## config.mk

```make
export PLATFORM = sky130hd
export DESIGN_NAME = nci_host
export DESIGN_NICKNAME = d
export VERILOG_FILES = /design/src/core/nci_pkg.sv /design/src/core/nci_strobe.sv /design/src/core/nci_host.sv
export VERILOG_INCLUDE_DIRS = /design/src /design/src/core
export SDC_FILE = /design/constraint.sdc
export NUM_CORES = 1
export LEC_CHECK = 0
export BUFFER_PORTS_ARGS = -buffer_cell sky130_fd_sc_hd__buf_2
export CAP_MARGIN = 10
export CORE_ASPECT_RATIO = 2
export CORE_MARGIN = 5
export CORE_UTILIZATION = 65
export CTS_BUF_LIST = sky130_fd_sc_hd__clkbuf_2 sky130_fd_sc_hd__clkbuf_4 sky130_fd_sc_hd__clkbuf_8
export CTS_CLUSTER_DIAMETER = 60
export DETAILED_ROUTE_END_ITERATION = 16
export PLACE_DENSITY = 0.95
export SLEW_MARGIN = 40
export SYNTH_ARGS = -nofsm -noshare
export SYNTH_HDL_FRONTEND = slang
export SYNTH_SLANG_ARGS = --single-unit
```

## constraint.sdc

```tcl
create_clock -name clk_in -period 14.93 [get_ports clk_in]
set_clock_uncertainty 0.05 [all_clocks]
set_input_delay 1.493 -clock clk_in [delete_from_list [all_inputs] [get_ports clk_in]]
set_output_delay 1.493 -clock clk_in [all_outputs]
set_load 0.02 [all_outputs]
```

## src/core/nci_consts.svh

```systemverilog
// constants for the nand command interface host controller
`ifndef NCI_CONSTS_SVH
`define NCI_CONSTS_SVH
`define NCI_CMD_READ_SETUP 8'h00
`define NCI_CMD_READ_CONFIRM 8'h30
`define NCI_CMD_COPY_READ_CONFIRM 8'h35
`define NCI_CMD_OUT_COL_SETUP 8'h05
`define NCI_CMD_OUT_COL_CONFIRM 8'he0
`define NCI_CMD_PROG_SETUP 8'h80
`define NCI_CMD_IN_COL_CHANGE 8'h85
`define NCI_CMD_PROG_CONFIRM 8'h10
`define NCI_CMD_ERASE_SETUP 8'h60
`define NCI_CMD_ERASE_CONFIRM 8'hd0
`define NCI_CMD_STATUS 8'h70
`define NCI_CMD_RESET 8'hff
`define NCI_STAT_READY_BIT 6
`define NCI_STAT_FAIL_BIT 0
`define NCI_COL_MAX 12'h83f
`define NCI_ADR_CTRL 4'h0
`define NCI_ADR_COL 4'h1
`define NCI_ADR_ROW 4'h2
`define NCI_ADR_WDATA 4'h3
`define NCI_ADR_RDATA 4'h4
`define NCI_ADR_STATUS 4'h5
`define NCI_OP_READ 3'h1
`define NCI_OP_PROG 3'h2
`define NCI_OP_ERASE 3'h3
`define NCI_OP_STATUS 3'h4
`define NCI_OP_RESET 3'h5
`define NCI_OP_COPY_READ 3'h6
`define NCI_OP_COPY_PROG 3'h7
`define NCI_STROBE_NS 20
`define NCI_CLK_NS 5
`define NCI_STROBE_CYC ((`NCI_STROBE_NS + `NCI_CLK_NS - 1) / `NCI_CLK_NS)
`define NCI_WHR_NS 60
`define NCI_WHR_CYC ((`NCI_WHR_NS + `NCI_CLK_NS - 1) / `NCI_CLK_NS)
`endif

```

## src/core/nci_pkg.sv

```systemverilog
// types shared by the nand command interface host controller
package nci_pkg;
   typedef struct packed {
      logic cmd_latch;
      logic addr_latch;
      logic chip_sel_n;
      logic write_strobe_n;
      logic output_strobe_n;
      logic prog_lock_n;
   } nci_pins_t;
   typedef enum logic [2:0] {
      NCI_CYC_CMD = 3'h1,
      NCI_CYC_ADDR = 3'h2,
      NCI_CYC_DIN = 3'h3,
      NCI_CYC_DOUT = 3'h4
   } nci_cyc_t;
endpackage : nci_pkg

```

## src/core/nci_strobe.sv

```systemverilog
// one bus cycle on the flash pins: a write strobe pulse or a read strobe pulse
`timescale 1ns/100ps
`include "nci_consts.svh"
module nci_strobe #(
   parameter int PULSE_CYC = `NCI_STROBE_CYC
) (
   input wire logic clk_in,
   input wire logic rst_in,
   input wire logic start_in,
   input wire nci_pkg::nci_cyc_t kind_in,
   input wire logic [7:0] data_in,
   input wire logic [7:0] io_in,
   output logic busy_out,
   output logic done_out,
   output logic [7:0] rdata_out,
   output logic cle_out,
   output logic ale_out,
   output logic we_n_out,
   output logic re_n_out,
   output logic [7:0] io_out,
   output logic io_oe_out
);
   initial begin
      if (PULSE_CYC < 1 || PULSE_CYC > 255) $error("PULSE_CYC out of range");
   end
   logic [8:0] cnt_r;
   nci_pkg::nci_cyc_t kind_r;
   always_ff @(posedge clk_in or posedge rst_in) begin
      if (rst_in) begin
         cnt_r <= 9'h000;
         kind_r <= nci_pkg::NCI_CYC_CMD;
         busy_out <= 1'b0;
         done_out <= 1'b0;
         cle_out <= 1'b0;
         ale_out <= 1'b0;
         we_n_out <= 1'b1;
         re_n_out <= 1'b1;
         io_out <= 8'h00;
         io_oe_out <= 1'b0;
         rdata_out <= 8'h00;
      end else begin
         done_out <= 1'b0;
         if (start_in && !busy_out) begin
            busy_out <= 1'b1;
            kind_r <= kind_in;
            cnt_r <= 9'(2 * PULSE_CYC);
            // latch selects set cycle type on the same clock edge that the strobe falls
            cle_out <= (kind_in == nci_pkg::NCI_CYC_CMD);
            ale_out <= (kind_in == nci_pkg::NCI_CYC_ADDR);
            io_out <= data_in;
            io_oe_out <= (kind_in != nci_pkg::NCI_CYC_DOUT);
            if (kind_in == nci_pkg::NCI_CYC_DOUT) re_n_out <= 1'b0;
            else we_n_out <= 1'b0;
         end else if (busy_out) begin
            cnt_r <= cnt_r - 9'h001;
            if (cnt_r == 9'(PULSE_CYC + 1)) begin
               // device latches on this rising write edge
               we_n_out <= 1'b1;
               if (kind_r == nci_pkg::NCI_CYC_DOUT) rdata_out <= io_in;
               re_n_out <= 1'b1;
            end
            if (cnt_r == 9'h001) begin
               busy_out <= 1'b0;
               done_out <= 1'b1;
               cle_out <= 1'b0;
               ale_out <= 1'b0;
               io_oe_out <= 1'b0;
            end
         end
      end
   end
endmodule : nci_strobe

```

## src/core/nci_host.sv

```systemverilog
// wishbone-controlled host sequencer for a byte-wide nand flash
`timescale 1ns/100ps
`include "nci_consts.svh"
module nci_host #(
   parameter int COL_W = 12,
   parameter int ROW_W = 16
) (
   input wire logic clk_in,
   input wire logic rst_in,
   input wire logic wb_cyc_in,
   input wire logic wb_stb_in,
   input wire logic wb_we_in,
   input wire logic [3:0] wb_adr_in,
   input wire logic [31:0] wb_dat_in,
   input wire logic [3:0] wb_sel_in,
   output logic [31:0] wb_dat_out,
   output logic wb_ack_out,
   output logic cmd_latch_out,
   output logic addr_latch_out,
   output logic chip_sel_n_out,
   output logic write_strobe_n_out,
   output logic output_strobe_n_out,
   output logic prog_lock_n_out,
   output logic [7:0] io_out,
   output logic io_oe_out,
   input wire logic [7:0] io_in,
   input wire logic ready_busy_n_in
);
   initial begin
      if (COL_W != 12 || ROW_W != 16) $error("address widths must be 12 and 16");
   end
   typedef enum logic [7:0] {
      ST_IDLE = 8'h01,
      ST_CMD1 = 8'h02,
      ST_ADDR = 8'h04,
      ST_CMD2 = 8'h08,
      ST_WAIT = 8'h10,
      ST_GAP = 8'h20,
      ST_BYTE = 8'h40,
      ST_DONE = 8'h80
   } nci_state_t;
   nci_state_t state_r;
   logic [2:0] op_r;
   logic [1:0] addr_idx_r;
   logic [2:0] addr_last_r;
   logic [COL_W-1:0] col_r;
   logic [ROW_W-1:0] row_r;
   logic [7:0] wdata_r;
   logic [7:0] rdata_r;
   logic rdata_valid_r;
   logic busy_r;
   logic lock_n_r;
   logic col_only_r;
   logic [ROW_W-1:0] prog_row_r;
   logic [2:0] prog_cnt_r;
   logic [7:0] gap_r;
   logic byte_op_r;
   logic byte_rd_r;
   logic sub_start_r;
   nci_pkg::nci_cyc_t sub_kind_r;
   logic [7:0] sub_data_r;
   logic sub_busy;
   logic sub_done;
   logic [7:0] sub_rdata;
   logic sub_cle;
   logic sub_ale;
   logic sub_we_n;
   logic sub_re_n;
   logic [7:0] sub_io;
   logic sub_oe;
   logic wb_req;
   assign wb_req = wb_cyc_in && wb_stb_in && !wb_ack_out;
   function automatic logic [7:0] first_code(input logic [2:0] op);
      case (op)
         `NCI_OP_READ: first_code = `NCI_CMD_READ_SETUP;
         `NCI_OP_COPY_READ: first_code = `NCI_CMD_READ_SETUP;
         `NCI_OP_PROG: first_code = `NCI_CMD_PROG_SETUP;
         `NCI_OP_COPY_PROG: first_code = `NCI_CMD_IN_COL_CHANGE;
         `NCI_OP_ERASE: first_code = `NCI_CMD_ERASE_SETUP;
         `NCI_OP_STATUS: first_code = `NCI_CMD_STATUS;
         default: first_code = `NCI_CMD_RESET;
      endcase
   endfunction : first_code
   function automatic logic [7:0] second_code(input logic [2:0] op);
      case (op)
         `NCI_OP_READ: second_code = `NCI_CMD_READ_CONFIRM;
         `NCI_OP_COPY_READ: second_code = `NCI_CMD_COPY_READ_CONFIRM;
         `NCI_OP_ERASE: second_code = `NCI_CMD_ERASE_CONFIRM;
         default: second_code = `NCI_CMD_PROG_CONFIRM;
      endcase
   endfunction : second_code
   function automatic logic is_prog_op(input logic [2:0] op);
      is_prog_op = (op == `NCI_OP_PROG || op == `NCI_OP_COPY_PROG);
   endfunction : is_prog_op
   function automatic logic [7:0] addr_byte(input logic [2:0] i, input logic [COL_W-1:0] c,
                                            input logic [ROW_W-1:0] r);
      case (i)
         3'h0: addr_byte = c[7:0];
         3'h1: addr_byte = {4'h0, c[11:8]};
         3'h2: addr_byte = r[7:0];
         default: addr_byte = r[15:8];
      endcase
   endfunction : addr_byte
   // bus slave: ack one cycle after request, registers decoded by if chain
   always_ff @(posedge clk_in or posedge rst_in) begin
      if (rst_in) begin
         wb_ack_out <= 1'b0;
         wb_dat_out <= 32'h0000_0000;
      end else begin
         wb_ack_out <= wb_req;
         if (wb_req && !wb_we_in) begin
            if (wb_adr_in == `NCI_ADR_COL) wb_dat_out <= {20'h00000, col_r};
            else if (wb_adr_in == `NCI_ADR_ROW) wb_dat_out <= {16'h0000, row_r};
            else if (wb_adr_in == `NCI_ADR_RDATA) wb_dat_out <= {24'h000000, rdata_r};
            else if (wb_adr_in == `NCI_ADR_STATUS) begin
               wb_dat_out <= {27'h0000000, lock_n_r, ready_busy_n_in, rdata_valid_r, busy_r};
            end else wb_dat_out <= 32'h0000_0000;
         end
      end
   end
   logic wr_ctrl;
   logic wr_byte;
   assign wr_ctrl = wb_req && wb_we_in && wb_sel_in[0] && wb_adr_in == `NCI_ADR_CTRL;
   assign wr_byte = wb_req && wb_we_in && wb_sel_in[0] && !busy_r &&
                    (wb_adr_in == `NCI_ADR_WDATA || wb_adr_in == `NCI_ADR_RDATA);
   logic cfm_req;
   logic ctrl_go;
   // one confirm carries every main and spare byte written since setup, so a sector goes whole
   assign cfm_req = wb_dat_in[4] && is_prog_op(wb_dat_in[2:0]);
   assign ctrl_go = wr_ctrl && !busy_r && wb_dat_in[2:0] != 3'h0 &&
                    !(cfm_req && row_r == prog_row_r && prog_cnt_r == 3'h4);
   // only the last confirmed row is tracked; rows taken in turn each restart the count
   always_ff @(posedge clk_in or posedge rst_in) begin
      if (rst_in) begin
         prog_row_r <= '0;
         prog_cnt_r <= 3'h0;
      end else if (state_r == ST_IDLE && ctrl_go && cfm_req) begin
         if (row_r != prog_row_r) begin
            prog_row_r <= row_r;
            prog_cnt_r <= 3'h1;
         end else prog_cnt_r <= prog_cnt_r + 3'h1;
      end
   end
   always_ff @(posedge clk_in or posedge rst_in) begin
      if (rst_in) begin
         col_r <= '0;
         row_r <= '0;
         wdata_r <= 8'h00;
         lock_n_r <= 1'b0;
      end else if (wb_req && wb_we_in && !busy_r) begin
         if (wb_adr_in == `NCI_ADR_COL) begin
            // columns past the page hold hidden parity; such a value is dropped
            if (wb_dat_in[COL_W-1:0] <= `NCI_COL_MAX) col_r <= wb_dat_in[COL_W-1:0];
         end else if (wb_adr_in == `NCI_ADR_ROW) row_r <= wb_dat_in[ROW_W-1:0];
         else if (wb_adr_in == `NCI_ADR_WDATA) wdata_r <= wb_dat_in[7:0];
         else if (wb_adr_in == `NCI_ADR_CTRL && wb_sel_in[1]) lock_n_r <= wb_dat_in[8];
      end
   end
   // sequencer
   always_ff @(posedge clk_in or posedge rst_in) begin
      if (rst_in) begin
         state_r <= ST_IDLE;
         op_r <= 3'h0;
         addr_idx_r <= 2'h0;
         addr_last_r <= 3'h0;
         busy_r <= 1'b0;
         gap_r <= 8'h00;
         byte_op_r <= 1'b0;
         byte_rd_r <= 1'b0;
         sub_start_r <= 1'b0;
         sub_kind_r <= nci_pkg::NCI_CYC_CMD;
         sub_data_r <= 8'h00;
         rdata_r <= 8'h00;
         rdata_valid_r <= 1'b0;
         chip_sel_n_out <= 1'b1;
         col_only_r <= 1'b0;
      end else begin
         sub_start_r <= 1'b0;
         case (state_r)
            ST_IDLE: begin
               if (ctrl_go) begin
                  op_r <= wb_dat_in[2:0];
                  col_only_r <= wb_dat_in[3] && !cfm_req &&
                                (wb_dat_in[2:0] == `NCI_OP_READ || is_prog_op(wb_dat_in[2:0]));
                  busy_r <= 1'b1;
                  byte_op_r <= 1'b0;
                  chip_sel_n_out <= 1'b0;
                  // program confirm goes out alone, after the data bytes
                  state_r <= cfm_req ? ST_CMD2 : ST_CMD1;
               end else if (wr_byte) begin
                  // single data byte: write register feeds input, read register drains output
                  busy_r <= 1'b1;
                  byte_op_r <= 1'b1;
                  byte_rd_r <= (wb_adr_in == `NCI_ADR_RDATA);
                  rdata_valid_r <= 1'b0;
                  chip_sel_n_out <= 1'b0;
                  state_r <= ST_BYTE;
               end
            end
            ST_CMD1: begin
               // no new start on the done pulse, or the cycle would repeat
               if (!sub_busy && !sub_start_r && !sub_done) begin
                  sub_kind_r <= nci_pkg::NCI_CYC_CMD;
                  if (!col_only_r) sub_data_r <= first_code(op_r);
                  else if (op_r == `NCI_OP_READ) sub_data_r <= `NCI_CMD_OUT_COL_SETUP;
                  else sub_data_r <= `NCI_CMD_IN_COL_CHANGE;
                  sub_start_r <= 1'b1;
               end
               if (sub_done) begin
                  addr_idx_r <= 2'h0;
                  // a column change carries only the two column bytes
                  if (col_only_r) addr_last_r <= 3'h2;
                  else if (op_r == `NCI_OP_ERASE) addr_last_r <= 3'h3;
                  else addr_last_r <= 3'h4;
                  if (op_r == `NCI_OP_STATUS || op_r == `NCI_OP_RESET) state_r <= ST_WAIT;
                  else state_r <= ST_ADDR;
               end
            end
            ST_ADDR: begin
               if (!sub_busy && !sub_start_r && !sub_done) begin
                  sub_kind_r <= nci_pkg::NCI_CYC_ADDR;
                  // erase sends only the row bytes
                  sub_data_r <= addr_byte((op_r == `NCI_OP_ERASE) ? 3'(addr_idx_r) + 3'h2
                                                               : 3'(addr_idx_r), col_r, row_r);
                  sub_start_r <= 1'b1;
               end
               if (sub_done) begin
                  addr_idx_r <= addr_idx_r + 2'h1;
                  if (3'(addr_idx_r) + 3'h1 + ((op_r == `NCI_OP_ERASE) ? 3'h1 : 3'h0)
                      == addr_last_r) begin
                     // program ops stop here; data bytes follow via the write register
                     if (is_prog_op(op_r)) state_r <= ST_DONE;
                     else state_r <= ST_CMD2;
                  end
               end
            end
            ST_CMD2: begin
               if (!sub_busy && !sub_start_r && !sub_done) begin
                  sub_kind_r <= nci_pkg::NCI_CYC_CMD;
                  sub_data_r <= col_only_r ? `NCI_CMD_OUT_COL_CONFIRM : second_code(op_r);
                  sub_start_r <= 1'b1;
               end
               if (sub_done) state_r <= ST_WAIT;
            end
            ST_WAIT: begin
               // strobes stay high while device is busy; wait out the busy onset
               if (gap_r != 8'(`NCI_WHR_CYC)) gap_r <= gap_r + 8'h01;
               else if (ready_busy_n_in) begin
                  gap_r <= 8'h00;
                  state_r <= ST_DONE;
               end
            end
            ST_BYTE: begin
               if (!sub_busy && !sub_start_r && !sub_done) begin
                  sub_kind_r <= byte_rd_r ? nci_pkg::NCI_CYC_DOUT : nci_pkg::NCI_CYC_DIN;
                  sub_data_r <= wdata_r;
                  sub_start_r <= 1'b1;
               end
               if (sub_done) begin
                  if (byte_rd_r) begin
                     rdata_r <= sub_rdata;
                     rdata_valid_r <= 1'b1;
                  end
                  state_r <= ST_DONE;
               end
            end
            ST_DONE: begin
               busy_r <= 1'b0;
               state_r <= ST_IDLE;
            end
            default: state_r <= ST_IDLE;
         endcase
      end
   end
   nci_strobe u_strobe (
      .clk_in(clk_in),
      .rst_in(rst_in),
      .start_in(sub_start_r),
      .kind_in(sub_kind_r),
      .data_in(sub_data_r),
      .io_in(io_in),
      .busy_out(sub_busy),
      .done_out(sub_done),
      .rdata_out(sub_rdata),
      .cle_out(sub_cle),
      .ale_out(sub_ale),
      .we_n_out(sub_we_n),
      .re_n_out(sub_re_n),
      .io_out(sub_io),
      .io_oe_out(sub_oe)
   );
   // pin outputs come straight from strobe-engine flip-flops, lock pin registered here
   always_comb begin
      cmd_latch_out = sub_cle;
      addr_latch_out = sub_ale;
      write_strobe_n_out = sub_we_n;
      output_strobe_n_out = sub_re_n;
      io_out = sub_io;
      io_oe_out = sub_oe;
      prog_lock_n_out = lock_n_r;
   end
endmodule : nci_host

```

Yosys cells after proc, flatten, opt, wreduce, memory -nomap -nowiden --
Index checks and enable logic that the tools add are counted.
Operators by class: divide/modulo/power cells 0, equality and inequality tests 54, add/subtract/negate cells 7, multiply operators 0, multiplexer cells 73, bitwise operators 5, reduce and logical (&&, ||, !) cells 73, shifts and indexed selects 0, $lt $le $gt $ge 1
Operators by type and width (count):
- two-way mux 8 bit | 20
- case mux 8 bit (3 select lines) | 2
- case mux 8 bit (6 select lines) | 1
- case mux 8 bit (5 select lines) | 1
- two-way mux 16 bit | 2
- case mux 8 bit (4 select lines) | 1
- two-way mux 1 bit | 27
- == test 3 bit, second input constant | 8
- two-way mux 3 bit | 8
- != test 2 bit, second input constant | 12
- logical AND 1 bit | 23
- AND reduction 3 bit | 7
- two-way mux 9 bit | 2
- == test 16 bit | 1
- != test 16 bit | 1
- nonzero test 2 bit | 8
- == test 3 x 2 -> 1 bit, second input constant | 5
- AND reduction 5 bit | 3
- AND reduction 2 bit | 7
- == test 3 x 1 -> 1 bit, second input constant | 4
- less-or-equal comparator 12 bit, second input constant | 1
- AND reduction 4 bit | 3
- != test 2 x 1 -> 1 bit, second input constant | 5
- == test 9 x 1 -> 1 bit, second input constant | 1
- other kinds (37) | 60
Word-level totals: bits in latches 0, memories 0, output and inout bits 48, bits in writable memories 0, memory bits (read-only) 0, input bits 54, register bits 173

Logic depth before layout (Yosys ltp) --
Gate-level depths: netlist of the first run.
word-level depth 11, gate-level depth with buffers 12, mapped depth without buffers 11

Cells and area by module --
A second synthesis of the first run with hierarchy kept.
Unflattened totals: cell total of the unflattened synthesis 728, area total of the unflattened synthesis 7803.7 µm²
By module, submodules not included:
- nci_host | area an instance 6261.0 µm², cells an instance 590, instances 1
- nci_strobe | area an instance 1542.7 µm², cells an instance 138, instances 1

Worst setup path after synthesis of the first run --
Ideal clock, no wire load.
path kind input -> register, start point input port wb_adr_in[0], end point register row_r[1], library setup time 0.125 ns, path buffers 3, slack 11.792 ns, stages 6, data required time 14.755 ns, data arrival time 2.963 ns, cells stage by stage buf_6 -> nor4b_2 -> and2_1 -> buf_2 -> buf_4 -> mux2_2
Between the ends: cells in the longest elaborated chain, start to end 3, elaborated cells between the ends (all ways) 4, those cells by class eq/ne (2); bitwise (1); reduce/logical (1)
Ends and longest elaborated chain:
- start, declared | line nci_host.sv:13 | input wire logic [3:0] wb_adr_in,
- == test 4 x 1 -> 1 bit (no line)
- NOT 1 bit (no line)
- AND reduction 3 bit (no line) (*)
- end signal, assigned | line nci_host.sv:154 | end else if (wb_adr_in == `NCI_ADR_ROW) row_r <= wb_dat_in[ROW_W-1:0];
- end, declared | line nci_host.sv:47 | logic [ROW_W-1:0] row_r;
Mark *: on every way between the ends. The rest lies on a longest branch, timed or not. A chain may end at the register's enable or synchronous reset.

Final worst setup path of the first run --
start point input port wb_stb_in, end point register row_r[8]
Between the ends: cells in the longest elaborated chain, start to end 5
Ends and longest elaborated chain:
- start, declared | line nci_host.sv:11 | input wire logic wb_stb_in,
- logical AND 1 bit (2 in series) | line nci_host.sv:72 | assign wb_req = wb_cyc_in && wb_stb_in && !wb_ack_out;
- logical AND 1 bit (2 in series) | line nci_host.sv:150 | end else if (wb_req && wb_we_in && !busy_r) begin
- AND reduction 3 bit (no line)
Every way passes these cells.

==> flow_summary_export.csv, run 1 <==
group,metric,value,unit
sta,tightest_slew,0.811,ns
placed_design,globalplace.congestion,0.955,
logic_synthesis,synth_cell_types,77,
logic_synthesis,yosys-top-cells-area,"dfrtp_1 49%, mux2_2 10%, nand2_1 3.4%",
critical_path,setup.worst_path.start_class,"input pin",
logic_synthesis,synthCells,706,
clock_network,clock_sinks,156,
critical_path,cp_cell_sequence,"buf_2 > nand3b_2 > nor3b_4 > and2_1 > mux2_2",
layout,layout_common_cells,"150 x dfrtp_1, 71 x mux2_2, 69 x nand2_1",
critical_path,reg2reg_to,"sub_data_r[5]$_DFFE_PP0P_",
route,wl,19.1,mm
logic_synthesis,synth_warnings,0,
placed_design,hpwlAfterDp,14.1,mm
route,post_drt_via_cell_ratio,6.37,
critical_path,critical_path.top_delay_family,"simple AND/OR/NAND/NOR gates",
floorplan,die_w,87.0,um
power_and_ir_drop,total_power,1010,uW
placed_design,dp_cells,889,
route,dr.pass1.iters,6,
logic_synthesis,synth_area_per_cell,10.9,um^2
logic_synthesis,yosys.area.top_type,"dfrtp_1",
sta,max_slew_margin,0.459,
global_route,grt_max_degree,83,
critical_path,slowest_delay,0.75,ns
clock_network,insertion_delay,0.45,ns
critical_path,r2r-start,"op_r[2]$_DFFE_PP0P_",
floorplan,io-pin-count,102,
min_path,min_from,"u_strobe.kind_r[0]$_DFFE_PP1P_",
route,drt_iter0_markers,463,
power_and_ir_drop,peakVddDrop,0.114,mV
sta,fmax,310,MHz
clock_network,post-cts-setup-buffer-count,0,
critical_path,worstSetupEndpointType,"register",
critical_path,cpMaxStageDelayCell,"and2_1",
clock_network,numCtsBuffers,17,
sta,hold_viol_final,0,
layout,syn_to_final_growth,9.00,%
power_and_ir_drop,power_leakage,0.00406,uW
layout,layout_commonest_cell,"dfrtp_1",
sta,holdWs,0.419,ns
global_route,grt_pass1_vias,6149,
floorplan,row_count,56,
sta,min_period,3.22,ns
layout,antennaDiodeCount,0,
logic_synthesis,synth_edf_count,0,
logic_synthesis,async_reset_ff_frac,1.00,
route,drt-wirelength-per-cell,20.7,um
critical_path,crit_cells,5,
logic_synthesis,ys_ff_latch,156,
clock_network,clock-root-buffer,"clkbuf_8",
floorplan,die_area,14300,um^2
sta,period_share,0.216,
logic_synthesis,synthDominantCellAreaShare,0.487,
clock_network,postCtsHoldBufs,0,
sta,slew_violations,0,
route,drc,0,
sta,worst_slack,11.71,ns
clock_network,ctsResizeCount,0,
critical_path,cp.arrival,3.50,ns
global_route,gr-total-overflow,0,
sta,grt_setup_unrepaired,"no",
clock_network,cts.htree.levels,4,
logic_synthesis,synth_ff_type,"dfrtp_1",
critical_path,reg2reg_depth,9,
route,num_vias,5865,
clock_network,cts_tree,"done",
outcome,status,"finished clean",
logic_synthesis,netlist_area,7700,um^2
min_path,hold_path_depth,2,
clock_network,clk_path_buf_depth,2,
global_route,antenna_found_initial,0,
job,drv_cap,0,
route,drtAntennaViolNets,0,
floorplan,start_util,0.658,
layout,drive_gt1_frac,0.267,
critical_path,cp_max_fo,16,
critical_path,worstSetupPathType,"input pin to register",
floorplan,dieHeight,164,um
layout,final_nets,826,
logic_synthesis,ys_seq_area_frac,0.508,
critical_path,ff2ff_setup_slack,11.82,ns
global_route,grt_pass1_wl,30.9,mm
layout,final_cell_count_no_fill,921,
sta,setup_violations,0,
floorplan,core-area,11700,um^2
min_path,hold_path_class,"register to register",
global_route,track_usage,0.282,
critical_path,crit_buf_inv,1,
clock_network,clk_pin_slew,0.08,ns
placed_design,io_buffers,67,
power_and_ir_drop,powerDensity,120,nW/um^2
sta,tns,0,ns
placed_design,pre_cts_slack,11.26,ns
critical_path,critPathRequiredTime,15.21,ns
min_path,min_to,"u_strobe.kind_r[0]$_DFFE_PP1P_",
-- worst register-to-register path, cell delays in order (launching register included) --
cell and delay (ns):
dfrtp_1 0.52, nor2b_1 0.36, nand2_1 0.15, inv_1 0.13
ha_1 0.53, mux2_2 0.45, a22oi_1 0.26, o22ai_1 0.17
a211oi_1 0.24, a21oi_1 0.10
-- per-stage QoR --
step	utilization	instance area, um^2
after floorplan	-	7760
after global placement	0.686	8030
after detailed placement	0.686	8030
after CTS	0.717	8390
after global routing	0.718	8400
final	0.718	8400
-- registers in the layout, indices dropped and copies added (netlist names), 7 cells and up --
register	count
sub_data_r	8
col_r	12
gap_r	8
prog_row_r	16
wb_dat_out	16
u_strobe.rdata_out	8
rdata_r	8
u_strobe.io_out	8
wdata_r	8
u_strobe.cnt_r	9
state_r	7
row_r	16
-- cell usage after synthesis, types with 10 or more instances --
| cell | n |
|---|---|
| nand3_1 | 24 |
| o21ai_0 | 27 |
| nand2_1 | 69 |
| buf_4 | 21 |
| clkbuf_1 | 17 |
| nor3_1 | 17 |
| mux2_1 | 10 |
| mux2i_1 | 10 |
| dfrtp_1 | 150 |
| a21oi_1 | 38 |
| xnor2_1 | 21 |
| nor2_1 | 58 |
| mux2_2 | 71 |
| inv_1 | 19 |
-- cell families (layout without fill, tap and decap cells) --
kind of cell | Yosys count | after routing | synth area share
multiplexers | 91 | 91 | 0.131
flip-flops | 156 | 156 | 0.508
AO/OA/AOI/OAI | 125 | 125 | 0.110
adder cells (fa/ha/maj) | 9 | 9 | 0.0146
other | 1 | 16 | 0.000487
AND/OR/NAND/NOR | 227 | 227 | 0.155
XOR/XNOR | 29 | 29 | 0.0330
buffers and inverters | 68 | 123 | 0.0474
-- cell type report --
type / count / area (um^2)
clock buffers: 19 / 255
flip-flops and latches: 156 / 3910
multi-input cells: 497 / 3490
well taps: 145 / 181
clock inverters: 13 / 108
repair buffers: 72 / 377
fillers: 769 / 3300
inverters: 19 / 76.3
-- report_power, final --
part | total (uW) | switching, uW | internal [uW]
clock | 297 | 171 | 126
sequential | 529 | 54.6 | 475
combinational | 184 | 108 | 76.0
total | 1010 | 333 | 676
-- how the worst max path moves through the flow --
stage                                    from                   endpoint  slack, ns
after floorplan                        rst_in  addr_idx_r[0]$_DFFE_PP0P_       9.19
after global placement              wb_stb_in       row_r[7]$_DFFE_PP0P_      11.36
after detailed placement            wb_stb_in       row_r[6]$_DFFE_PP0P_      11.26
after CTS                           wb_stb_in       row_r[8]$_DFFE_PP0P_      11.73
after global routing      op_r[2]$_DFFE_PP0P_  sub_data_r[6]$_DFFE_PP0P_      11.62
final                               wb_stb_in       row_r[8]$_DFFE_PP0P_      11.71
-- metal layers --
layer | routed length [um] | vias up | track usage
met5 | 0 | - | 0
met3 | 993 | 99 | 0.0462
li1 | - | 2601 | -
met4 | 1330 | 0 | 0.176
met2 | 10600 | 258 | 0.518
met1 | 6180 | 2907 | 0.286
(Power assumes the default switching activity.)
==> inputs of run 2 (changes only) <==
Settings changed: ABC_AREA from default to 1, CORE_UTILIZATION 65 to 60, PLACE_DENSITY 0.95 to 0.9.
Clock period 14.93 ns to 3.2 ns, I/O delays scaled along.
==> run 2 against run 1 <==
- synthesized cell count grew 35%
- via count rose by 16%
- final cell count grew 29%
- setup slack got worse by 11 ns
- area after synthesis is 0.32% lower
- critical endpoint is now sub_data_r[1]$_DFFE_PP0P_
- largest cell class unchanged
- largest power group unchanged
- highest routed layer unchanged
==> flow_summary_export.csv, run 2 <==
group,metric,value,unit
outcome,status,"finished clean",
sta,period_share,0.808,
critical_path,worstSetupPathType,"register to register",
power_and_ir_drop,swShare,0.338,
floorplan,core-area,12600,um^2
clock_network,cts.htree.levels,4,
global_route,gr-total-overflow,0,
layout,top_regs,"prog_row_r x16, row_r x16, wb_dat_out x16",
clock_network,cts_tree,"done",
layout,antennaDiodeCount,0,
layout,layout_common_cells,"274 x nand2_1, 150 x dfrtp_1, 119 x inv_1",
power_and_ir_drop,power_leakage,0.00439,uW
logic_synthesis,synthDominantCellAreaShare,0.489,
logic_synthesis,netlist_area,7680,um^2
floorplan,start_util,0.612,
power_and_ir_drop,power_frac_clock,0.301,
global_route,track_usage,0.287,
route,dr.pass1.iters,8,
critical_path,crit_buf_inv,3,
route,drtAntennaViolNets,0,
sta,fmax,387,MHz
clock_network,clock-root-buffer,"clkbuf_8",
clock_network,clock_sinks,156,
power_and_ir_drop,powerDensity,562,nW/um^2
logic_synthesis,synth.cells.most_frequent,"275 x nand2_1, 150 x dfrtp_1, 120 x inv_1",
critical_path,slowest_delay,0.54,ns
power_and_ir_drop,seqPwrFrac,0.507,
critical_path,critPathRequiredTime,3.48,ns
logic_synthesis,yosys.area.top_type,"dfrtp_1",
logic_synthesis,yosys.area_share.simple,0.243,
layout,layout_commonest_cell,"nand2_1",
route,wl_met1,6.95,mm
global_route,antenna_found_initial,0,
critical_path,critPathLaunch,"op_r[2]$_DFFE_PP0P_",
job,drv_cap,0,
sta,setup_violations,0,
clock_network,insertion_delay,0.47,ns
logic_synthesis,synth_area_per_cell,8.08,um^2
critical_path,r2r-start,"op_r[2]$_DFFE_PP0P_",
global_route,grt_pass1_vias,6917,
floorplan,io-pin-count,102,
critical_path,critical_path.top_delay_family,"compound AO/OA/AOI/OAI gates",
logic_synthesis,async_reset_ff_frac,1.00,
sta,max_slew_margin,0.576,
power_and_ir_drop,peakVddDrop,0.434,mV
route,drt_iter0_markers,647,
clock_network,ctsResizeCount,0,
critical_path,cpMostUsedCell,"inv_1",
power_and_ir_drop,total_power,4800,uW
clock_network,clk_path_buf_depth,2,
floorplan,die_area,15300,um^2
critical_path,worstSetupEndpointType,"register",
logic_synthesis,muxShareOfSynthArea,0.0130,
sta,slew_violations,0,
route,drt-wirelength-per-cell,17.8,um
sta,grt_setup_unrepaired,"no",
placed_design,hpwlAfterDp,15.4,mm
sta,hold_viol_final,0,
route,num_vias,6826,
critical_path,cp_max_fo,8,
global_route,grt_max_degree,51,
logic_synthesis,yosys.area_share.adder,0.0147,
min_path,min_from,"io_in[2]",
layout,num-fill-cells,998,
sta,min_period,2.59,ns
logic_synthesis,synthCells,950,
route,drc,0,
logic_synthesis,synth_top_family_by_area,"simple AND/OR/NAND/NOR gates",
critical_path,setup.worst_path.start_class,"register",
logic_synthesis,synth_most_common_cell,"nand2_1",
critical_path,cpMaxStageDelayCell,"a21oi_1",
clock_network,numCtsBuffers,17,
layout,final_nets,1090,
min_path,hold_path_class,"input pin to register",
logic_synthesis,synth_edf_count,0,
floorplan,dieHeight,170,um
critical_path,ff2ff_setup_slack,0.61,ns
logic_synthesis,synth_warnings,0,
placed_design,globalplace.congestion,1.01,
critical_path,cp.arrival,2.87,ns
route,highest_layer,"met4",
floorplan,row_count,58,
route,wl,21.2,mm
critical_path,cp_cell_sequence,"inv_1 > nand3_1 > inv_1 > ha_1 > a21oi_1 > inv_1 > a21oi_1 > nand3_1 > a22oi_1 > a22oi_1",
route,met3_length,1.34,mm
power_and_ir_drop,p_sw,1620,uW
logic_synthesis,synth_cell_types,49,
logic_synthesis,yosys-top-cells-area,"dfrtp_1 49%, nand2_1 13%, inv_1 5.9%",
logic_synthesis,synth_ff_type,"dfrtp_1",
power_and_ir_drop,combPwrFrac,0.192,
sta,tightest_slew,0.637,ns
logic_synthesis,synth_compound_area_frac,0.121,
route,post_drt_via_cell_ratio,5.74,
floorplan,die_w,90,um
global_route,grt_pass1_wl,34.5,mm
power_and_ir_drop,p_int,3180,uW
placed_design,io_buffers,67,
route,wl_met2,11.4,mm
logic_synthesis,synthXorXnorAreaFrac,0.00798,
layout,syn_to_final_growth,11.4,%
logic_synthesis,ys_ff_latch,156,
sta,tns,0,ns
logic_synthesis,ys_seq_area_frac,0.509,
clock_network,clk_pin_slew,0.09,ns
layout,drive_gt1_frac,0.145,
## run 2: changes by cell type after synthesis, moves of 11 or more
cell	previous run	this run
inv_1	19	120
mux2_2	71	4
nand2_1	69	275
nand3_1	24	42
nor2_1	58	80
nor3_1	17	6
o21ai_0	27	83
xnor2_1	21	1
## run 2: stage by stage
stage / hold WS [ns] / util / cell area (um^2) / worst slack (ns) / cells
floorplan: 0.393 / - / 7740 / 0.862 / 965
global placement: 0.405 / 0.648 / 8130 / 0.827 / 1156
detailed placement: 0.281 / 0.649 / 8150 / 0.723 / 1157
CTS: 0.00909 / 0.681 / 8550 / 0.699 / 1190
global route: 0.0112 / 0.681 / 8550 / 0.346 / 1190
finish: 0.00800 / 0.681 / 8550 / 0.613 / 1190
## run 2: cells by family (layout without fill, tap and decap cells)
family / count (synthesis) / count (layout)
AO/OA/AOI/OAI: 165 / 165
XOR/XNOR: 7 / 7
adder cells (fa/ha/maj): 9 / 9
buffers and inverters: 165 / 240
flip-flops: 156 / 156
multiplexers: 9 / 9
other: 1 / 16
AND/OR/NAND/NOR: 438 / 438
## run 2: worst paths after layout
kind,to,depth (start not counted)
worst max-delay path,sub_data_r[1]$_DFFE_PP0P_,10
worst min-delay path,u_strobe.rdata_out[2]$_DFFE_PP0P_,2
worst max register to register,sub_data_r[1]$_DFFE_PP0P_,10
worst min register to register,u_strobe.io_out[6]$_DFFE_PP0P_,2
max in group asynchronous,state_r[0]$_DFFE_PP1P_,5
min in group asynchronous,u_strobe.rdata_out[6]$_DFFE_PP0P_,3
## run 2: final cells by class
| class | count | area (um^2) | area share |
|---|---|---|---|
| clock buffers | 18 | 248 | 0.0290 |
| clock inverters | 14 | 135 | 0.0158 |
| well taps | 150 | 188 | 0.0219 |
| inverters | 131 | 495 | 0.0579 |
| repair buffers | 77 | 438 | 0.0512 |
| flip-flops and latches | 156 | 3910 | 0.457 |
| multi-input cells | 644 | 3140 | 0.367 |
## run 2: what timing repair did
item	CTS	global route
buffers inserted	0	0
hold buffers	1	0
endpoints found under the hold margin	11	0
## run 2: power groups by stage
stage | Combinational (uW) | Sequential (uW) | Clock [uW]
final | 920 | 2440 | 1450
after global routing | 1030 | 2470 | 1530
after CTS | 905 | 2430 | 1440
after detailed placement | 890 | 2460 | 0
after global placement | 848 | 2450 | 0
after floorplan | 584 | 2470 | 0
## run 2: routing by layer
layer,global-route usage,vias to the layer above
met5,0,-
li1,-,3175
met4,0.196,0
met1,0.287,3233
met3,0.0650,99
met2,0.518,319
==> inputs of run 3 (changes only) <==
Clock period 3.2 ns to 2.55 ns, I/O delays scaled along.
==> run 3 against run 2 <==
- global-route usage fell by 2.1 points
- final area rose by 2.0%
- combinational power rose by 24%
- maximum frequency rose by 16%
- sequential share of layout area fell by 0.90 points
- largest power group unchanged
==> flow_summary_export.csv, run 3 (synthesized netlist as in run 2, its figures left out) <==
group,metric,value,unit
floorplan,dieHeight,170,um
global_route,grt_max_degree,49,
sta,slew_violations,0,
route,drc,0,
global_route,grt_pass1_wl,32.3,mm
critical_path,worstSetupEndpointType,"register",
route,wl,19.8,mm
clock_network,insertion_delay,0.47,ns
sta,hold_viol_final,0,
floorplan,die_w,90,um
power_and_ir_drop,powerDensity,688,nW/um^2
clock_network,cts.htree.levels,4,
critical_path,cp.arrival,2.51,ns
global_route,grt_pass1_vias,6727,
clock_network,post-cts-setup-buffer-count,0,
floorplan,core-area,12600,um^2
sta,setup_violations,0,
sta,max_slew_margin,0.614,
layout,seqCellArea,3910,um^2
layout,syn_to_final_growth,13.6,%
clock_network,numCtsBuffers,17,
layout,top_regs,"prog_row_r x16, row_r x16, wb_dat_out x16",
route,dr.pass1.iters,5,
sta,fmax,449,MHz
clock_network,cts_tree,"done",
clock_network,clock_sinks,156,
critical_path,cp_max_fo,6,
route,num_vias,6733,
sta,tns,0,ns
outcome,status,"finished clean",
floorplan,start_util,0.612,
floorplan,io-pin-count,102,
layout,antennaDiodeCount,0,
placed_design,io_buffers,67,
critical_path,reg2reg_depth,14,
layout,layout_commonest_cell,"nand2_1",
critical_path,cpMostUsedCell,"nand2_1",
layout,drive_gt1_frac,0.145,
route,drtAntennaViolNets,0,
critical_path,critical_path.top_delay_family,"simple AND/OR/NAND/NOR gates",
route,drt_iter0_markers,431,
layout,layout_common_cells,"275 x nand2_1, 150 x dfrtp_1, 119 x inv_1",
sta,grt_setup_unrepaired,"no",
route,post_drt_via_cell_ratio,5.59,
clock_network,clk_path_buf_depth,2,
layout,final_nets,1105,
clock_network,clk_pin_slew,0.09,ns
power_and_ir_drop,power_leakage,0.00445,uW
layout,final_util,0.695,
global_route,gr-total-overflow,0,
critical_path,setup.worst_path.start_class,"register",
floorplan,die_area,15300,um^2
critical_path,crit_buf_inv,2,
global_route,track_usage,0.266,
job,drv_cap,0,
sta,period_share,0.874,
critical_path,worstSetupPathType,"register to register",
critical_path,cpMaxStageDelayCell,"dfrtp_1",
sta,tightest_slew,0.578,ns
min_path,hold_path_class,"input pin to register",
critical_path,crit_cells,14,
critical_path,slowest_delay,0.44,ns
critical_path,critPathRequiredTime,2.83,ns
power_and_ir_drop,peakVddDrop,0.618,mV
route,drt-wirelength-per-cell,16.5,um
min_path,hold_path_depth,3,
critical_path,cp_cell_sequence,"inv_1 > nand3_1 > ha_1 > inv_1 > ha_1 > or2_2 > nand2_1 > o21ai_0 > nand2_1 > a21oi_2 > nand2_1 > nand2_1 > nand2_1 > nand2_1",
placed_design,hpwlAfterDp,15.2,mm
global_route,antenna_found_initial,0,
placed_design,globalplace.congestion,0.995,
layout,num-fill-cells,980,
clock_network,clock-root-buffer,"clkbuf_8",
floorplan,row_count,58,
sta,min_period,2.23,ns
layout,multi_input_area,3130,um^2
==> run 3: metrics by stage <==
| stage | worst slack [ns] | instances | instance area (um^2) | hold WS, ns | total power [uW] |
|---|---|---|---|---|---|
| final | 0.322 | 1205 | 8720 | 0.0273 | 6000 |
| after global routing | 0.0498 | 1205 | 8720 | 0.0205 | 6300 |
| after CTS | 0.300 | 1204 | 8690 | 0.00655 | 6010 |
| after detailed placement | 0.316 | 1159 | 8180 | 0.383 | 4200 |
| after global placement | 0.390 | 1159 | 8180 | 0.366 | 4140 |
| after floorplan | 0.277 | 965 | 7740 | 0.337 | 3830 |
==> run 3: worst reg2reg max path, cell delays in order, from the launching register on <==
cell and delay [ns]:
dfrtp_1 0.44, inv_1 0.12, nand3_1 0.13, ha_1 0.21, inv_1 0.05, ha_1 0.22, or2_2 0.31, nand2_1 0.06
o21ai_0 0.07, nand2_1 0.08, a21oi_2 0.06, nand2_1 0.11, nand2_1 0.09, nand2_1 0.06, nand2_1 0.05
==> run 3: power by group <==
group / internal, uW / switching, uW / leakage (uW)
Clock: 800 / 1010 / 0.000184
Sequential: 2800 / 249 / 0.00205
Combinational: 387 / 753 / 0.00222
Total: 3990 / 2010 / 0.00445
==> run 3: per-layer routing <==
layer  wire length, um  GRT usage
met1              6570      0.267
met4              1770      0.206
met2             10400      0.480
met5                 0          0
met3              1070     0.0456
==> run 3: final timing paths <==
path,startpoint,to,slack [ns]
max reg2reg,op_r[2]$_DFFE_PP0P_,state_r[4]$_DFFE_PP0P_,0.32
min reg2reg,gap_r[7]$_DFFE_PP0P_,gap_r[7]$_DFFE_PP0P_,0.43
max in group asynchronous,rst_in,chip_sel_n_out$_DFFE_PP1P_,1.36
max,op_r[2]$_DFFE_PP0P_,state_r[4]$_DFFE_PP0P_,0.32
min in group asynchronous,rst_in,u_strobe.rdata_out[0]$_DFFE_PP0P_,0.29
min,wb_stb_in,wb_ack_out$_DFF_PP0_,0.03
==> run 3: final cells by class <==
type | count | share of cell area
clock inverter | 15 | 0.0171
inverter | 131 | 0.0568
sequential | 156 | 0.448
multi-input combinational | 644 | 0.359
tap | 150 | 0.0215
timing repair buffer | 92 | 0.0703
clock buffer | 17 | 0.0268
==> run 3: what timing repair did <==
item	4_1_cts	5_1_grt
endpoints found under the setup margin	0	4
hold buffers	13	0
endpoints found under the hold margin	38	0
gates resized for setup	0	1
